`src/speech_cmd_cfg.svh`:
```
`ifndef SPEECH_CMD_CFG_SVH
`define SPEECH_CMD_CFG_SVH
// control bytes
`define SC_STOP_BYTE 8'h18
`define SC_SKIP_BYTE 8'h19
`define SC_RESTORE_BYTE 8'h1E
`define SC_PREFIX_BYTE 8'h01
// command letters
`define SC_CMD_REINIT 8'h40
`define SC_CMD_ZAP 8'h5A
`define SC_CMD_MARK 8'h49
`define SC_CMD_QUERY 8'h3F
`define SC_CMD_MUSIC 8'h4A
`define SC_CMD_AUDIO 8'h4E
`define SC_CMD_DOWNLOAD 8'h57
`define SC_CMD_PCM 8'h23
`define SC_CMD_ADPCM 8'h25
// query arguments and number limits
`define SC_ARG_ID 10'h006
`define SC_ARG_INTG 10'h00C
`define SC_MARK_MAX 10'h063
`define SC_NUM_MAX 10'h3E7
// reply lengths
`define SC_ID_LEN 5'h08
`define SC_INTG_LEN 5'h17
// capacities in reply units of 256 bytes and 64k bytes
`define SC_BUF_UNITS 8'h08
`define SC_REC_UNITS 8'h38
// communication timeout
`define SC_TMO_SEC 10
`define SC_CLK_HZ 50000000
`define SC_TMO_CYC (`SC_TMO_SEC * `SC_CLK_HZ)
`endif

```
`src/speech_cmd_pkg.sv`:
```
`default_nettype none
package speech_cmd_pkg;
   typedef enum logic [1:0] {
      ST_TEXT = 2'h0,
      ST_ARG = 2'h1,
      ST_SKIP = 2'h3
   } parse_e;
   typedef enum logic [1:0] {
      TX_IDLE = 2'h0,
      TX_ID = 2'h1,
      TX_INTG = 2'h3
   } tx_e;
   typedef enum logic [1:0] {
      SYN_TEXT = 2'h0,
      SYN_CMD = 2'h1,
      SYN_MARK = 2'h2
   } syn_kind_e;
   typedef enum logic [3:0] {
      RES_OK = 4'h0,
      RES_INVALID = 4'h1,
      RES_COMM = 4'h2,
      RES_TIMEOUT = 4'h3,
      RES_ERASING = 4'h4,
      RES_ERASED = 4'h6,
      RES_WRITE = 4'h7,
      RES_NO_MEM = 4'h8,
      RES_CHECKSUM = 4'h9,
      RES_NOT_FOUND = 4'hE
   } result_e;
   typedef struct packed {
      logic store;
      logic [7:0] data;
   } rx_s;
   typedef struct packed {
      syn_kind_e kind;
      logic [7:0] data;
      logic [9:0] num;
   } syn_s;
   typedef struct packed {
      logic [1:0] mode;
      logic [7:0] punctuation_filter_setting;
      logic [7:0] formant;
      logic [7:0] pitch;
      logic [7:0] speed;
      logic [7:0] volume;
      logic [7:0] tone;
      logic [7:0] expression;
      logic dict_loaded;
      logic dict_enabled;
      logic [7:0] articulation;
      logic [7:0] reverb;
      logic [7:0] transmit_status_pin;
      logic [7:0] protocol_options;
      logic [7:0] audio_output_setting;
      logic [7:0] sleep_delay;
      logic [7:0] timeout_delay;
      logic [7:0] char_delay;
      logic [7:0] text_delay;
      logic [7:0] voice;
      logic [7:0] adc_control;
   } settings_s;
endpackage
`default_nettype wire

```
`src/speech_command_interpreter.sv`:
```
// What this block does
// (RULE1) stop byte abandons current work and empties the input buffer
// (RULE2) skip byte abandons current sentence, resumes at the next one
// (RULE3) stop and skip act without the command prefix byte
// (RULE4) host sends stop and skip ignoring the flow-control handshake
// (RULE5) stop and skip do nothing during real-time audio or music tones
// (RULE6) reinitialize empties the buffer and restores defaults, keeps stored data
// (RULE7) after zap, commands are read as text; earlier commands still run
// (RULE8) only the restore byte or hardware reset re-enables commands
// (RULE9) index marker numbers run 0 to 99, any count per stream
// (RULE10) a reached marker is sent to the host as one binary byte
// (RULE11) identification sends eight bytes, last two BCD revision minor then major
// (RULE12) interrogate sends one byte per setting in a fixed order
// (RULE13) capacities in 256-byte and 64k units; mode byte char/phoneme/text
// (RULE14) downloads and sound playback report an outcome code to the host
// (RULE15) outcome codes 0-4, 6-9, 14; 5 and 10-13 reserved
// (RULE16) programming data stalled over ten seconds reports timeout code
// (RULE17) only permitted commands run from greetings and dictionaries
// (RULE18) stop and skip are caught before the input buffer
`include "speech_cmd_cfg.svh"
`default_nettype none
module speech_command_interpreter #(
   parameter int unsigned TMO_CYC = `SC_TMO_CYC,
   parameter logic [47:0] ID_FACTORY = 48'h0011_2233_4455, // arbitrary
   parameter logic [7:0] REV_MINOR = 8'h00, // arbitrary
   parameter logic [7:0] REV_MAJOR = 8'h01 // arbitrary
) (
   // clock and reset
   input wire logic i_clk,
   input wire logic i_rstn,
   // host byte stream
   input wire logic i_rx_valid,
   input wire logic [7:0] i_rx_data,
   input wire logic i_rx_store,
   output logic o_rx_ready,
   // engine status
   input wire logic i_rt_audio,
   input wire logic i_tone_active,
   input wire logic i_prog_active,
   input wire speech_cmd_pkg::settings_s i_settings,
   // stream to synthesis engine
   output logic o_syn_valid,
   output speech_cmd_pkg::syn_s o_syn,
   input wire logic i_syn_ready,
   output logic o_abort,
   output logic o_skip,
   output logic o_reinit,
   output logic o_zap,
   // engine events
   input wire logic i_mark_hit,
   input wire logic [6:0] i_mark_num,
   input wire logic i_result_valid,
   input wire logic [3:0] i_result,
   // serial transmit bytes
   output logic o_tx_valid,
   output logic [7:0] o_tx_data,
   input wire logic i_tx_ready
);
   // -------------------------------------------------
   // helpers
   // -------------------------------------------------
   function automatic logic permitted(input logic [7:0] c,
                                      input logic [9:0] n);
      permitted = !(c == `SC_CMD_AUDIO || c == `SC_CMD_DOWNLOAD ||
                    c == `SC_CMD_PCM || c == `SC_CMD_ADPCM ||
                    c == `SC_CMD_QUERY ||
                    (c == `SC_CMD_MUSIC && n == 10'h000));
   endfunction

   function automatic logic [7:0] intg_byte(input logic [4:0] i,
      input speech_cmd_pkg::settings_s s);
      case (i)
         5'h00: intg_byte = {6'h00, s.mode};
         5'h01: intg_byte = s.punctuation_filter_setting;
         5'h02: intg_byte = s.formant;
         5'h03: intg_byte = s.pitch;
         5'h04: intg_byte = s.speed;
         5'h05: intg_byte = s.volume;
         5'h06: intg_byte = s.tone;
         5'h07: intg_byte = s.expression;
         5'h08: intg_byte = {7'h00, s.dict_loaded};
         5'h09: intg_byte = {7'h00, s.dict_enabled};
         5'h0A: intg_byte = `SC_BUF_UNITS;
         5'h0B: intg_byte = s.articulation;
         5'h0C: intg_byte = s.reverb;
         5'h0D: intg_byte = s.transmit_status_pin;
         5'h0E: intg_byte = s.protocol_options;
         5'h0F: intg_byte = s.audio_output_setting;
         5'h10: intg_byte = `SC_REC_UNITS;
         5'h11: intg_byte = s.sleep_delay;
         5'h12: intg_byte = s.timeout_delay;
         5'h13: intg_byte = s.char_delay;
         5'h14: intg_byte = s.text_delay;
         5'h15: intg_byte = s.voice;
         5'h16: intg_byte = s.adc_control;
         default: intg_byte = 8'h00;
      endcase
   endfunction

   function automatic logic [7:0] id_byte(input logic [4:0] i);
      case (i)
         5'h06: id_byte = REV_MINOR;
         5'h07: id_byte = REV_MAJOR;
         default: id_byte = ID_FACTORY[8'(47 - 8 * i) -: 8];
      endcase
   endfunction

   // -------------------------------------------------
   // receive, buffer and parser
   // -------------------------------------------------
   speech_cmd_pkg::rx_s buf_r [2];
   speech_cmd_pkg::rx_s buf_nxt [2];
   logic wp_r, wp_nxt, rp_r, rp_nxt;
   logic [1:0] cnt_r, cnt_nxt;
   logic rdy_r, rdy_nxt;
   speech_cmd_pkg::parse_e ps_r, ps_nxt;
   logic [9:0] num_r, num_nxt;
   logic zap_r, zap_nxt;
   logic sv_r, sv_nxt;
   speech_cmd_pkg::syn_s syn_r, syn_nxt;
   logic abort_r, abort_nxt, skip_r, skip_nxt, reinit_r, reinit_nxt;
   logic req_r, req_nxt, req_intg_r, req_intg_nxt;
   speech_cmd_pkg::tx_e ts_r;
   speech_cmd_pkg::rx_s head;
   logic ctl, quiet, pop, push;

   always_comb begin
      buf_nxt = buf_r;
      wp_nxt = wp_r;
      rp_nxt = rp_r;
      cnt_nxt = cnt_r;
      ps_nxt = ps_r;
      num_nxt = num_r;
      zap_nxt = zap_r;
      sv_nxt = sv_r && !i_syn_ready;
      syn_nxt = syn_r;
      abort_nxt = 1'b0;
      skip_nxt = 1'b0;
      reinit_nxt = 1'b0;
      req_nxt = 1'b0;
      req_intg_nxt = req_intg_r;
      head = buf_r[rp_r];
      pop = 1'b0;
      quiet = i_rt_audio || i_tone_active;
      // (RULE3) prefixless control bytes
      ctl = i_rx_valid && (i_rx_data == `SC_STOP_BYTE ||
            i_rx_data == `SC_SKIP_BYTE || i_rx_data == `SC_RESTORE_BYTE);
      // a full buffer still takes control bytes, so the host may ignore
      // the handshake for them
      // (RULE4) accepted regardless of ready
      push = i_rx_valid && !ctl && rdy_r;
      if (cnt_r != 2'h0 && (!sv_r || i_syn_ready) &&
          !(ps_r == speech_cmd_pkg::ST_ARG && head.data == `SC_CMD_QUERY
            && (ts_r != speech_cmd_pkg::TX_IDLE || req_r))) begin
         pop = 1'b1;
         rp_nxt = !rp_r;
         case (ps_r)
            speech_cmd_pkg::ST_TEXT: begin
               // (RULE7) zap turns prefix into text
               if (head.data == `SC_PREFIX_BYTE && !zap_r) begin
                  ps_nxt = speech_cmd_pkg::ST_ARG;
                  num_nxt = 10'h000;
               end else begin
                  sv_nxt = 1'b1;
                  syn_nxt = '{speech_cmd_pkg::SYN_TEXT, head.data, 10'h000};
               end
            end
            speech_cmd_pkg::ST_ARG: begin
               if (head.data >= 8'h30 && head.data <= 8'h39) begin
                  if (num_r <= 10'h063) begin
                     num_nxt = 10'(num_r * 10'd10 + 10'(head.data - 8'h30));
                  end else begin
                     num_nxt = `SC_NUM_MAX;
                  end
               end else begin
                  ps_nxt = speech_cmd_pkg::ST_TEXT;
                  // (RULE17) stored text runs permitted commands only
                  if (!head.store || permitted(head.data, num_r)) begin
                     case (head.data)
                        // (RULE6) reinit flushes and restores defaults
                        `SC_CMD_REINIT: begin
                           reinit_nxt = 1'b1;
                           pop = 1'b0;
                           cnt_nxt = 2'h0;
                           rp_nxt = wp_r;
                           sv_nxt = 1'b0;
                        end
                        `SC_CMD_ZAP: zap_nxt = 1'b1;
                        // (RULE9) markers 0 to 99 only
                        `SC_CMD_MARK: begin
                           if (num_r <= `SC_MARK_MAX) begin
                              sv_nxt = 1'b1;
                              syn_nxt = '{speech_cmd_pkg::SYN_MARK, head.data,
                                          num_r};
                           end
                        end
                        `SC_CMD_QUERY: begin
                           req_nxt = num_r == `SC_ARG_ID ||
                                     num_r == `SC_ARG_INTG;
                           req_intg_nxt = num_r == `SC_ARG_INTG;
                        end
                        default: begin
                           sv_nxt = 1'b1;
                           syn_nxt = '{speech_cmd_pkg::SYN_CMD, head.data,
                                       num_r};
                        end
                     endcase
                  end
               end
            end
            speech_cmd_pkg::ST_SKIP: begin
               if (head.data == 8'h2E || head.data == 8'h21 ||
                   head.data == 8'h3F || head.data == 8'h0D) begin
                  ps_nxt = speech_cmd_pkg::ST_TEXT;
               end
            end
            default: ps_nxt = speech_cmd_pkg::ST_TEXT;
         endcase
      end
      if (push) begin
         buf_nxt[wp_r] = '{i_rx_store, i_rx_data};
         wp_nxt = !wp_r;
      end
      if (!reinit_nxt) begin
         cnt_nxt = 2'(cnt_r + {1'b0, push} - {1'b0, pop});
      end else if (push) begin
         cnt_nxt = 2'h1;
         rp_nxt = wp_r;
      end
      // (RULE8) only the restore byte lifts zap
      if (ctl && i_rx_data == `SC_RESTORE_BYTE) begin
         zap_nxt = 1'b0;
      end
      // (RULE18) caught ahead of the buffer
      if (ctl && !quiet && !i_rx_store) begin
         // (RULE1) stop flushes buffer, synth byte and parse state
         if (i_rx_data == `SC_STOP_BYTE) begin
            abort_nxt = 1'b1;
            cnt_nxt = 2'h0;
            rp_nxt = wp_r;
            sv_nxt = 1'b0;
            ps_nxt = speech_cmd_pkg::ST_TEXT;
         // (RULE2) skip drops the sentence
         end else if (i_rx_data == `SC_SKIP_BYTE) begin
            skip_nxt = 1'b1;
            sv_nxt = 1'b0;
            ps_nxt = speech_cmd_pkg::ST_SKIP;
         end
      end
      rdy_nxt = cnt_nxt != 2'h2;
   end

   always_ff @(posedge i_clk) begin
      if (!i_rstn) begin
         buf_r[0] <= '0;
         buf_r[1] <= '0;
         wp_r <= 1'b0;
         rp_r <= 1'b0;
         cnt_r <= 2'h0;
         rdy_r <= 1'b0;
         ps_r <= speech_cmd_pkg::ST_TEXT;
         num_r <= 10'h000;
         zap_r <= 1'b0;
         sv_r <= 1'b0;
         syn_r <= '0;
         abort_r <= 1'b0;
         skip_r <= 1'b0;
         reinit_r <= 1'b0;
         req_r <= 1'b0;
         req_intg_r <= 1'b0;
      end else begin
         buf_r <= buf_nxt;
         wp_r <= wp_nxt;
         rp_r <= rp_nxt;
         cnt_r <= cnt_nxt;
         rdy_r <= rdy_nxt;
         ps_r <= ps_nxt;
         num_r <= num_nxt;
         zap_r <= zap_nxt;
         sv_r <= sv_nxt;
         syn_r <= syn_nxt;
         abort_r <= abort_nxt;
         skip_r <= skip_nxt;
         reinit_r <= reinit_nxt;
         req_r <= req_nxt;
         req_intg_r <= req_intg_nxt;
      end
   end

   // -------------------------------------------------
   // transmit sequencer
   // -------------------------------------------------
   speech_cmd_pkg::tx_e ts_nxt;
   logic [4:0] idx_r, idx_nxt;
   logic mk_p_r, mk_p_nxt, rs_p_r, rs_p_nxt;
   logic [6:0] mk_r, mk_nxt;
   logic [3:0] rs_r, rs_nxt;
   logic tv_r, tv_nxt;
   logic [7:0] td_r, td_nxt;
   logic [31:0] tmo_r, tmo_nxt;
   logic reserved;

   always_comb begin
      ts_nxt = ts_r;
      idx_nxt = idx_r;
      mk_p_nxt = mk_p_r;
      mk_nxt = mk_r;
      rs_p_nxt = rs_p_r;
      rs_nxt = rs_r;
      tv_nxt = tv_r && !i_tx_ready;
      td_nxt = td_r;
      tmo_nxt = tmo_r;
      reserved = i_result == 4'h5 || (i_result >= 4'hA && i_result <= 4'hD);
      if (req_r) begin
         ts_nxt = req_intg_r ? speech_cmd_pkg::TX_INTG :
                  speech_cmd_pkg::TX_ID;
         idx_nxt = 5'h00;
      end
      if (!tv_r || i_tx_ready) begin
         case (ts_r)
            // (RULE11) eight id bytes, revision last
            speech_cmd_pkg::TX_ID: begin
               tv_nxt = 1'b1;
               td_nxt = id_byte(idx_r);
               idx_nxt = 5'(idx_r + 5'h01);
               if (idx_r == 5'(`SC_ID_LEN - 5'h01)) begin
                  ts_nxt = speech_cmd_pkg::TX_IDLE;
               end
            end
            // (RULE12) settings in fixed order
            speech_cmd_pkg::TX_INTG: begin
               tv_nxt = 1'b1;
               // (RULE13) capacities and mode byte
               td_nxt = intg_byte(idx_r, i_settings);
               idx_nxt = 5'(idx_r + 5'h01);
               if (idx_r == 5'(`SC_INTG_LEN - 5'h01)) begin
                  ts_nxt = speech_cmd_pkg::TX_IDLE;
               end
            end
            default: begin
               // (RULE10) binary marker byte
               if (mk_p_r) begin
                  tv_nxt = 1'b1;
                  td_nxt = {1'b0, mk_r};
                  mk_p_nxt = 1'b0;
               end else if (rs_p_r) begin
                  tv_nxt = 1'b1;
                  td_nxt = {4'h0, rs_r};
                  rs_p_nxt = 1'b0;
               end
            end
         endcase
      end
      // new events set after the clear, so one arriving as its flag clears is kept; a second mark while one is pending overwrites it
      if (i_mark_hit) begin
         mk_p_nxt = 1'b1;
         mk_nxt = i_mark_num;
      end
      // (RULE16) stall timer on programming data
      if (!i_prog_active || (i_rx_valid && rdy_r)) begin
         tmo_nxt = 32'h0;
      end else if (tmo_r < TMO_CYC) begin
         tmo_nxt = 32'(tmo_r + 32'h1);
         if (tmo_nxt == TMO_CYC) begin
            rs_p_nxt = 1'b1;
            rs_nxt = speech_cmd_pkg::RES_TIMEOUT;
         end
      end
      // (RULE14) outcome from engine
      // (RULE15) reserved codes never sent
      if (i_result_valid && !reserved) begin
         rs_p_nxt = 1'b1;
         rs_nxt = i_result;
      end
   end

   always_ff @(posedge i_clk) begin
      if (!i_rstn) begin
         ts_r <= speech_cmd_pkg::TX_IDLE;
         idx_r <= 5'h00;
         mk_p_r <= 1'b0;
         mk_r <= 7'h00;
         rs_p_r <= 1'b0;
         rs_r <= 4'h0;
         tv_r <= 1'b0;
         td_r <= 8'h00;
         tmo_r <= 32'h0;
      end else begin
         ts_r <= ts_nxt;
         idx_r <= idx_nxt;
         mk_p_r <= mk_p_nxt;
         mk_r <= mk_nxt;
         rs_p_r <= rs_p_nxt;
         rs_r <= rs_nxt;
         tv_r <= tv_nxt;
         td_r <= td_nxt;
         tmo_r <= tmo_nxt;
      end
   end

   assign o_rx_ready = rdy_r;
   assign o_syn_valid = sv_r;
   assign o_syn = syn_r;
   assign o_abort = abort_r;
   assign o_skip = skip_r;
   assign o_reinit = reinit_r;
   assign o_zap = zap_r;
   assign o_tx_valid = tv_r;
   assign o_tx_data = td_r;
endmodule
`default_nettype wire

```
`config.mk`:
```
export PLATFORM = sky130hd
export DESIGN_NAME = speech_command_interpreter
export DESIGN_NICKNAME = d
export VERILOG_FILES = /design/src/speech_cmd_pkg.sv /design/src/speech_command_interpreter.sv
export VERILOG_INCLUDE_DIRS = /design/src
export SDC_FILE = /design/constraint.sdc
export NUM_CORES = 1
export LEC_CHECK = 0
export BUFFER_PORTS_ARGS = -buffer_cell sky130_fd_sc_hd__buf_4
export CAP_MARGIN = 10
export CORE_ASPECT_RATIO = 0.8
export CORE_MARGIN = 2
export CORE_UTILIZATION = 58
export DETAILED_ROUTE_END_ITERATION = 8
export GPL_ROUTABILITY_DRIVEN = 0
export PLACE_DENSITY_LB_ADDON = 0.12
export SYNTH_ARGS = -nofsm -noshare
export SYNTH_HDL_FRONTEND = slang
export SYNTH_SLANG_ARGS = --single-unit
export TNS_END_PERCENT = 50
```
`constraint.sdc`:
```
create_clock -name i_clk -period 7.8 [get_ports i_clk]
set_clock_uncertainty 0.05 [all_clocks]
set_input_delay 1.56 -clock i_clk [delete_from_list [all_inputs] [get_ports i_clk]]
set_output_delay 1.56 -clock i_clk [all_outputs]
set_load 0.01 [all_outputs]
```
After elaboration in Yosys (flattened, before gate mapping)
Index checks and enable logic that the tools add are counted.

Register bits: 123. Logic and storage cells: 285. Input port bits: 178.

Equality and inequality tests: 56. Add/subtract/negate cells: 7. Reduce and logical (&&, ||, !) cells: 77. $lt $le $gt $ge: 9. Shift-type cells: 1. Muxes and demuxes: 96. Bitwise logic cells: 9. Multiply operators: 1.

Operators with widths (number): 8-bit case mux with 23 select lines (1); 20-bit two-way mux (4); 20-bit case mux with 2 select lines (2); 55-bit by 9-bit variable part select with 8-bit output (first input constant) (1); 8-bit by 7-bit equality test with 1-bit output (second input constant) (6); 1-bit two-way mux (43); 2-bit two-way mux (21); 5-bit by 4-bit equality test with 1-bit output (second input constant) (8); 8-bit by 6-bit equality test with 1-bit output (second input constant) (5); 9-bit two-way mux (4); 5-bit equality test (second input constant) (7); 32-bit by 1-bit adder with 32-bit output (second input constant) (1); 32-bit by 29-bit equality test with 1-bit output (second input constant) (1); 32-bit by 29-bit less-than comparator with 1-bit output (second input constant) (1); 8-bit case mux with 2 select lines (2); 10-bit two-way mux (3); 8-bit by 5-bit equality test with 1-bit output (second input constant) (3); 5-bit by 3-bit equality test with 1-bit output (second input constant) (4); 10-bit case mux with 2 select lines (1); 1-bit logical AND (19); 18-bit bitwise mux (1); 1-bit logical OR (18); 4-bit two-way mux (4); 8-bit two-way mux (2); 48 further kinds (94).

Depth between registers and ports, before layout
Depth after elaboration: 21. Mapped depth: 16. Mapped depth without buffers: 14.

Worst setup path before layout
No wires, ideal clock.

Kind: reg2reg. Start: register rp_r. End: register cnt_r[1]. Data arrival time: 3.443 ns. Cell stages (with the launch flop): 17. Period minus slack after synthesis: 3.609 ns. Path slack: 4.191 ns. Setup time: 0.116 ns. Path buffers: 3. Required time: 7.634 ns. Path through: dfxtp_1 -> buf_4 -> buf_4 -> buf_2 -> mux2i_1 -> inv_1 -> ha_1 -> o2111a_1 -> o221a_2 -> nor4_2 -> a21oi_1 -> ha_1 -> inv_1 -> ha_1 -> xnor2_1 -> xnor2_1 -> and3_1.

RTL lines: from (decl) (RTL line speech_command_interpreter.sv:113) `logic wp_r, wp_nxt, rp_r, rp_nxt;`; from (signal assigned) (RTL line speech_command_interpreter.sv:274) `rp_r <= rp_nxt;`; to (signal assigned) (RTL line speech_command_interpreter.sv:275) `cnt_r <= cnt_nxt;`; to (decl) (RTL line speech_command_interpreter.sv:114) `logic [1:0] cnt_r, cnt_nxt;`.

==> results.sh <==
export IMPL_rsz0062_at_grt="false"
export IMPL_drive_above_1_share_pct=23.3
export IMPL_grt_max_degree=61
export IMPL_die_w_um=137
export IMPL_ys_flop_type="dfxtp_1"
export IMPL_ant_nets=0
export IMPL_finalCritPeriodShare_pct=53.1
export IMPL_power_share_clock_pct=38.5
export IMPL_pre_cts_ws_ns=3.58
export IMPL_grt_pass1_wl_um=41700
export IMPL_path_clk_slew_ns=0.06
export IMPL_grt_pass1_vias=8093
export IMPL_avgSynthCellArea_sq_um=8.05
export IMPL_synthDistinctLibCells=83
export IMPL_io_pin_count=213
export IMPL_synth_edf_count=0
export IMPL_h_tree_depth=4
export IMPL_layout_nets=1403
export IMPL_cp_arrival_ns=4.34
export IMPL_max_cap_violations=0
export IMPL_required_ns=8.00
export IMPL_cts_buffer_depth=2
export IMPL_clock_sink_count=123
export IMPL_setup_worst_path_end_class="flip-flop"
export IMPL_start_util_pct=59.8
export IMPL_grt_ovfl_total=0
export IMPL_post_cts_resized=0
export IMPL_synth_seq_cells=123
export IMPL_fin_crit_ns=4.14
export IMPL_switching_share_pct=32.7
export IMPL_synthCells=1017
export IMPL_drt_wl_total_um=26600
export IMPL_core_area_sq_um=13700
export IMPL_cts_buffers=17
export IMPL_vdd_drop_max_uv=201
export IMPL_syn_area_sq_um=8190
export IMPL_seqPwrFrac_pct=35.6
export IMPL_status="complete, no violations"
export IMPL_mostFrequentLayoutCells="buf_4 (225), dfxtp_1 (123), nor2_1 (97)"
export IMPL_fp_row_count=38
export IMPL_power_mw=2.03
export IMPL_portBuffers=212
export IMPL_p_per_area_nw_per_um2=196
export IMPL_area_growth_syn_to_layout_pct=26.7
export IMPL_power_internal_mw=1.37
export IMPL_root_buffer="clkbuf_16"
export IMPL_layout_setup_ws_ns=3.66
export IMPL_worstPathMaxFanout=36
export IMPL_worst_pin_slew_ns=1.29
export IMPL_min_path_type="flip-flop to flip-flop"
export IMPL_final_max_slew_viol_count=0
export IMPL_max_freq_mhz=241
export IMPL_grt_use_total_pct=35.4
export IMPL_yosysSeqAreaShare_pct=30.1
export IMPL_clk_latency_ns=0.43
export IMPL_drc=0
export IMPL_cts_tree="built"
export IMPL_viasPerCell=6.33
export IMPL_cts_hold_buffers=0
export IMPL_num_antenna_cells=0
export IMPL_die_area_sq_um=15100
export IMPL_timing_setup_tns_ns=0
export IMPL_p_switching_mw=0.666
export IMPL_p_leak_nw=4.17
export IMPL_ys_warn_count=0
export IMPL_layout_commonest_cell="buf_4"
export IMPL_grt_antenna_before_repair=0
export IMPL_start_kind="flip-flop"
export IMPL_setup_viol=0
export IMPL_post_cts_repair_setup_buffers=0
export IMPL_ys_async_sr_fraction_pct=0
export IMPL_dr_total_vias=8753
export IMPL_fillers=1062
export IMPL_firstDrtPassIters=8
export IMPL_crit_type="flip-flop to flip-flop"
export IMPL_combPwrFrac_pct=25.9
export IMPL_syn_nets=1230
export IMPL_wl_per_cell_um=19.3
export IMPL_slew_headroom_pct=12.8
export IMPL_fp_dieH_um=110
export IMPL_drt_iter0_drc=1133
export IMPL_place_hpwl_um=19800
export IMPL_hold_violations=0
cells by family (layout without fill, tap and decap cells):
family | after synthesis | after routing | share of synthesized area, %
simple gates | 396 | 396 | 25.3
compound gates | 245 | 245 | 20.6
flops | 123 | 123 | 30.1
buf+inv | 102 | 288 | 5.18
xor+xnor | 62 | 62 | 6.63
mux | 54 | 54 | 6.69
fa+ha+maj | 35 | 35 | 5.53
cells in the mapped netlist, types with 5 or more instances:
| library cell | n | area (sq um) |
|---|---|---|
| buf_2 | 12 | 60.1 |
| dfxtp_1 | 123 | 2460 |
| o21ai_0 | 35 | 175 |
| nand2_1 | 93 | 349 |
| and3_1 | 13 | 81.3 |
| nor2b_1 | 7 | 43.8 |
| nand3_1 | 43 | 215 |
| ha_1 | 33 | 413 |
| nand4_1 | 29 | 181 |
| nor3b_1 | 5 | 37.5 |
| nor3_1 | 33 | 165 |
| nand3b_1 | 7 | 52.6 |
| inv_1 | 30 | 113 |
| a211oi_1 | 11 | 82.6 |
| nand2b_1 | 5 | 31.3 |
| a22o_1 | 11 | 96.3 |
| nor4_1 | 10 | 62.6 |
| o22ai_1 | 6 | 37.5 |
| and4b_1 | 7 | 70.1 |
| xor2_1 | 27 | 236 |
| nor2_1 | 98 | 368 |
| a21oi_1 | 59 | 295 |
| a21o_1 | 7 | 52.6 |
| buf_1 | 5 | 18.8 |
| xnor2_1 | 35 | 307 |
| nor4bb_1 | 7 | 70.1 |
| o211ai_1 | 6 | 45.0 |
| a31oi_1 | 12 | 75.1 |
| a22oi_1 | 41 | 308 |
| clkbuf_1 | 46 | 173 |
| mux2i_1 | 50 | 500 |
| a221oi_1 | 12 | 105 |
| or3_1 | 7 | 43.8 |
worst paths after layout:
check                  from         to  slack, ns  depth (start not counted)
setup / recovery       rp_r  o_syn[10]       3.66                         10
hold / removal    tmo_r[31]  tmo_r[31]       0.39                          2
setup reg to reg       rp_r  o_syn[10]       3.66                         10
hold reg to reg   tmo_r[31]  tmo_r[31]       0.39                          2
power by group through the flow:
stage	Clock (mW)	Sequential (mW)	Combinational (mW)
after global placement	0	0.733	0.497
after detailed placement	0	0.733	0.510
after CTS	0.786	0.721	0.520
final	0.784	0.724	0.527
after global routing	0.814	0.729	0.571
after floorplan	0	0.728	0.333
registers in the layout, summed over array words and instances (netlist names), 2 cells and up:
name and flops:
o_tx_data 8, num_r 10, rs_r 4, cnt_r 2
idx_r 5, o_syn 20, ts_r 2, tmo_r 32
mk_r 7, buf_r 18, ps_r 2
area by class of cell:
class                   count  area, sq um  share of cell area (%)
clock buffers              17          425                    4.10
repair buffers            225         1690                    16.3
clock inverters            15          155                    1.50
multi-input cells         792         5300                    51.1
inverters                  31          116                    1.12
well taps                 180          225                    2.17
flip-flops and latches    123         2460                    23.7
per-layer routing:
metal / wire, um / track usage, %
met5: 0 / 0
met4: 554 / 9.87
met3: 3160 / 12.5
met2: 11200 / 50.5
met1: 11700 / 50.4
per-stage QoR:
stage / cell area [sq um] / hold WS, ns / instances / utilization, %
4_1_cts: 10400 / 0.396 / 1383 / 75.8
5_1_grt: 10400 / 0.421 / 1383 / 75.8
2_1_floorplan: 8190 / 0.359 / 1017 / -
3_5_place_dp: 9800 / 0.386 / 1351 / 71.5
3_3_place_gp: 9800 / 0.370 / 1351 / 71.5
6_report: 10400 / 0.389 / 1383 / 75.8
worst max-delay path: stages, from the launching register on:
cell	delay (ns)
dfxtp_1	0.31
buf_4	0.34
mux2i_1	0.54
inv_1	0.13
ha_1	0.34
o2111a_1	0.17
o221a_2	0.30
nor4_2	0.47
a21oi_1	0.16
nor2_2	0.91
a211oi_1	0.22
No activity file was read; power rests on OpenSTA's default activity.
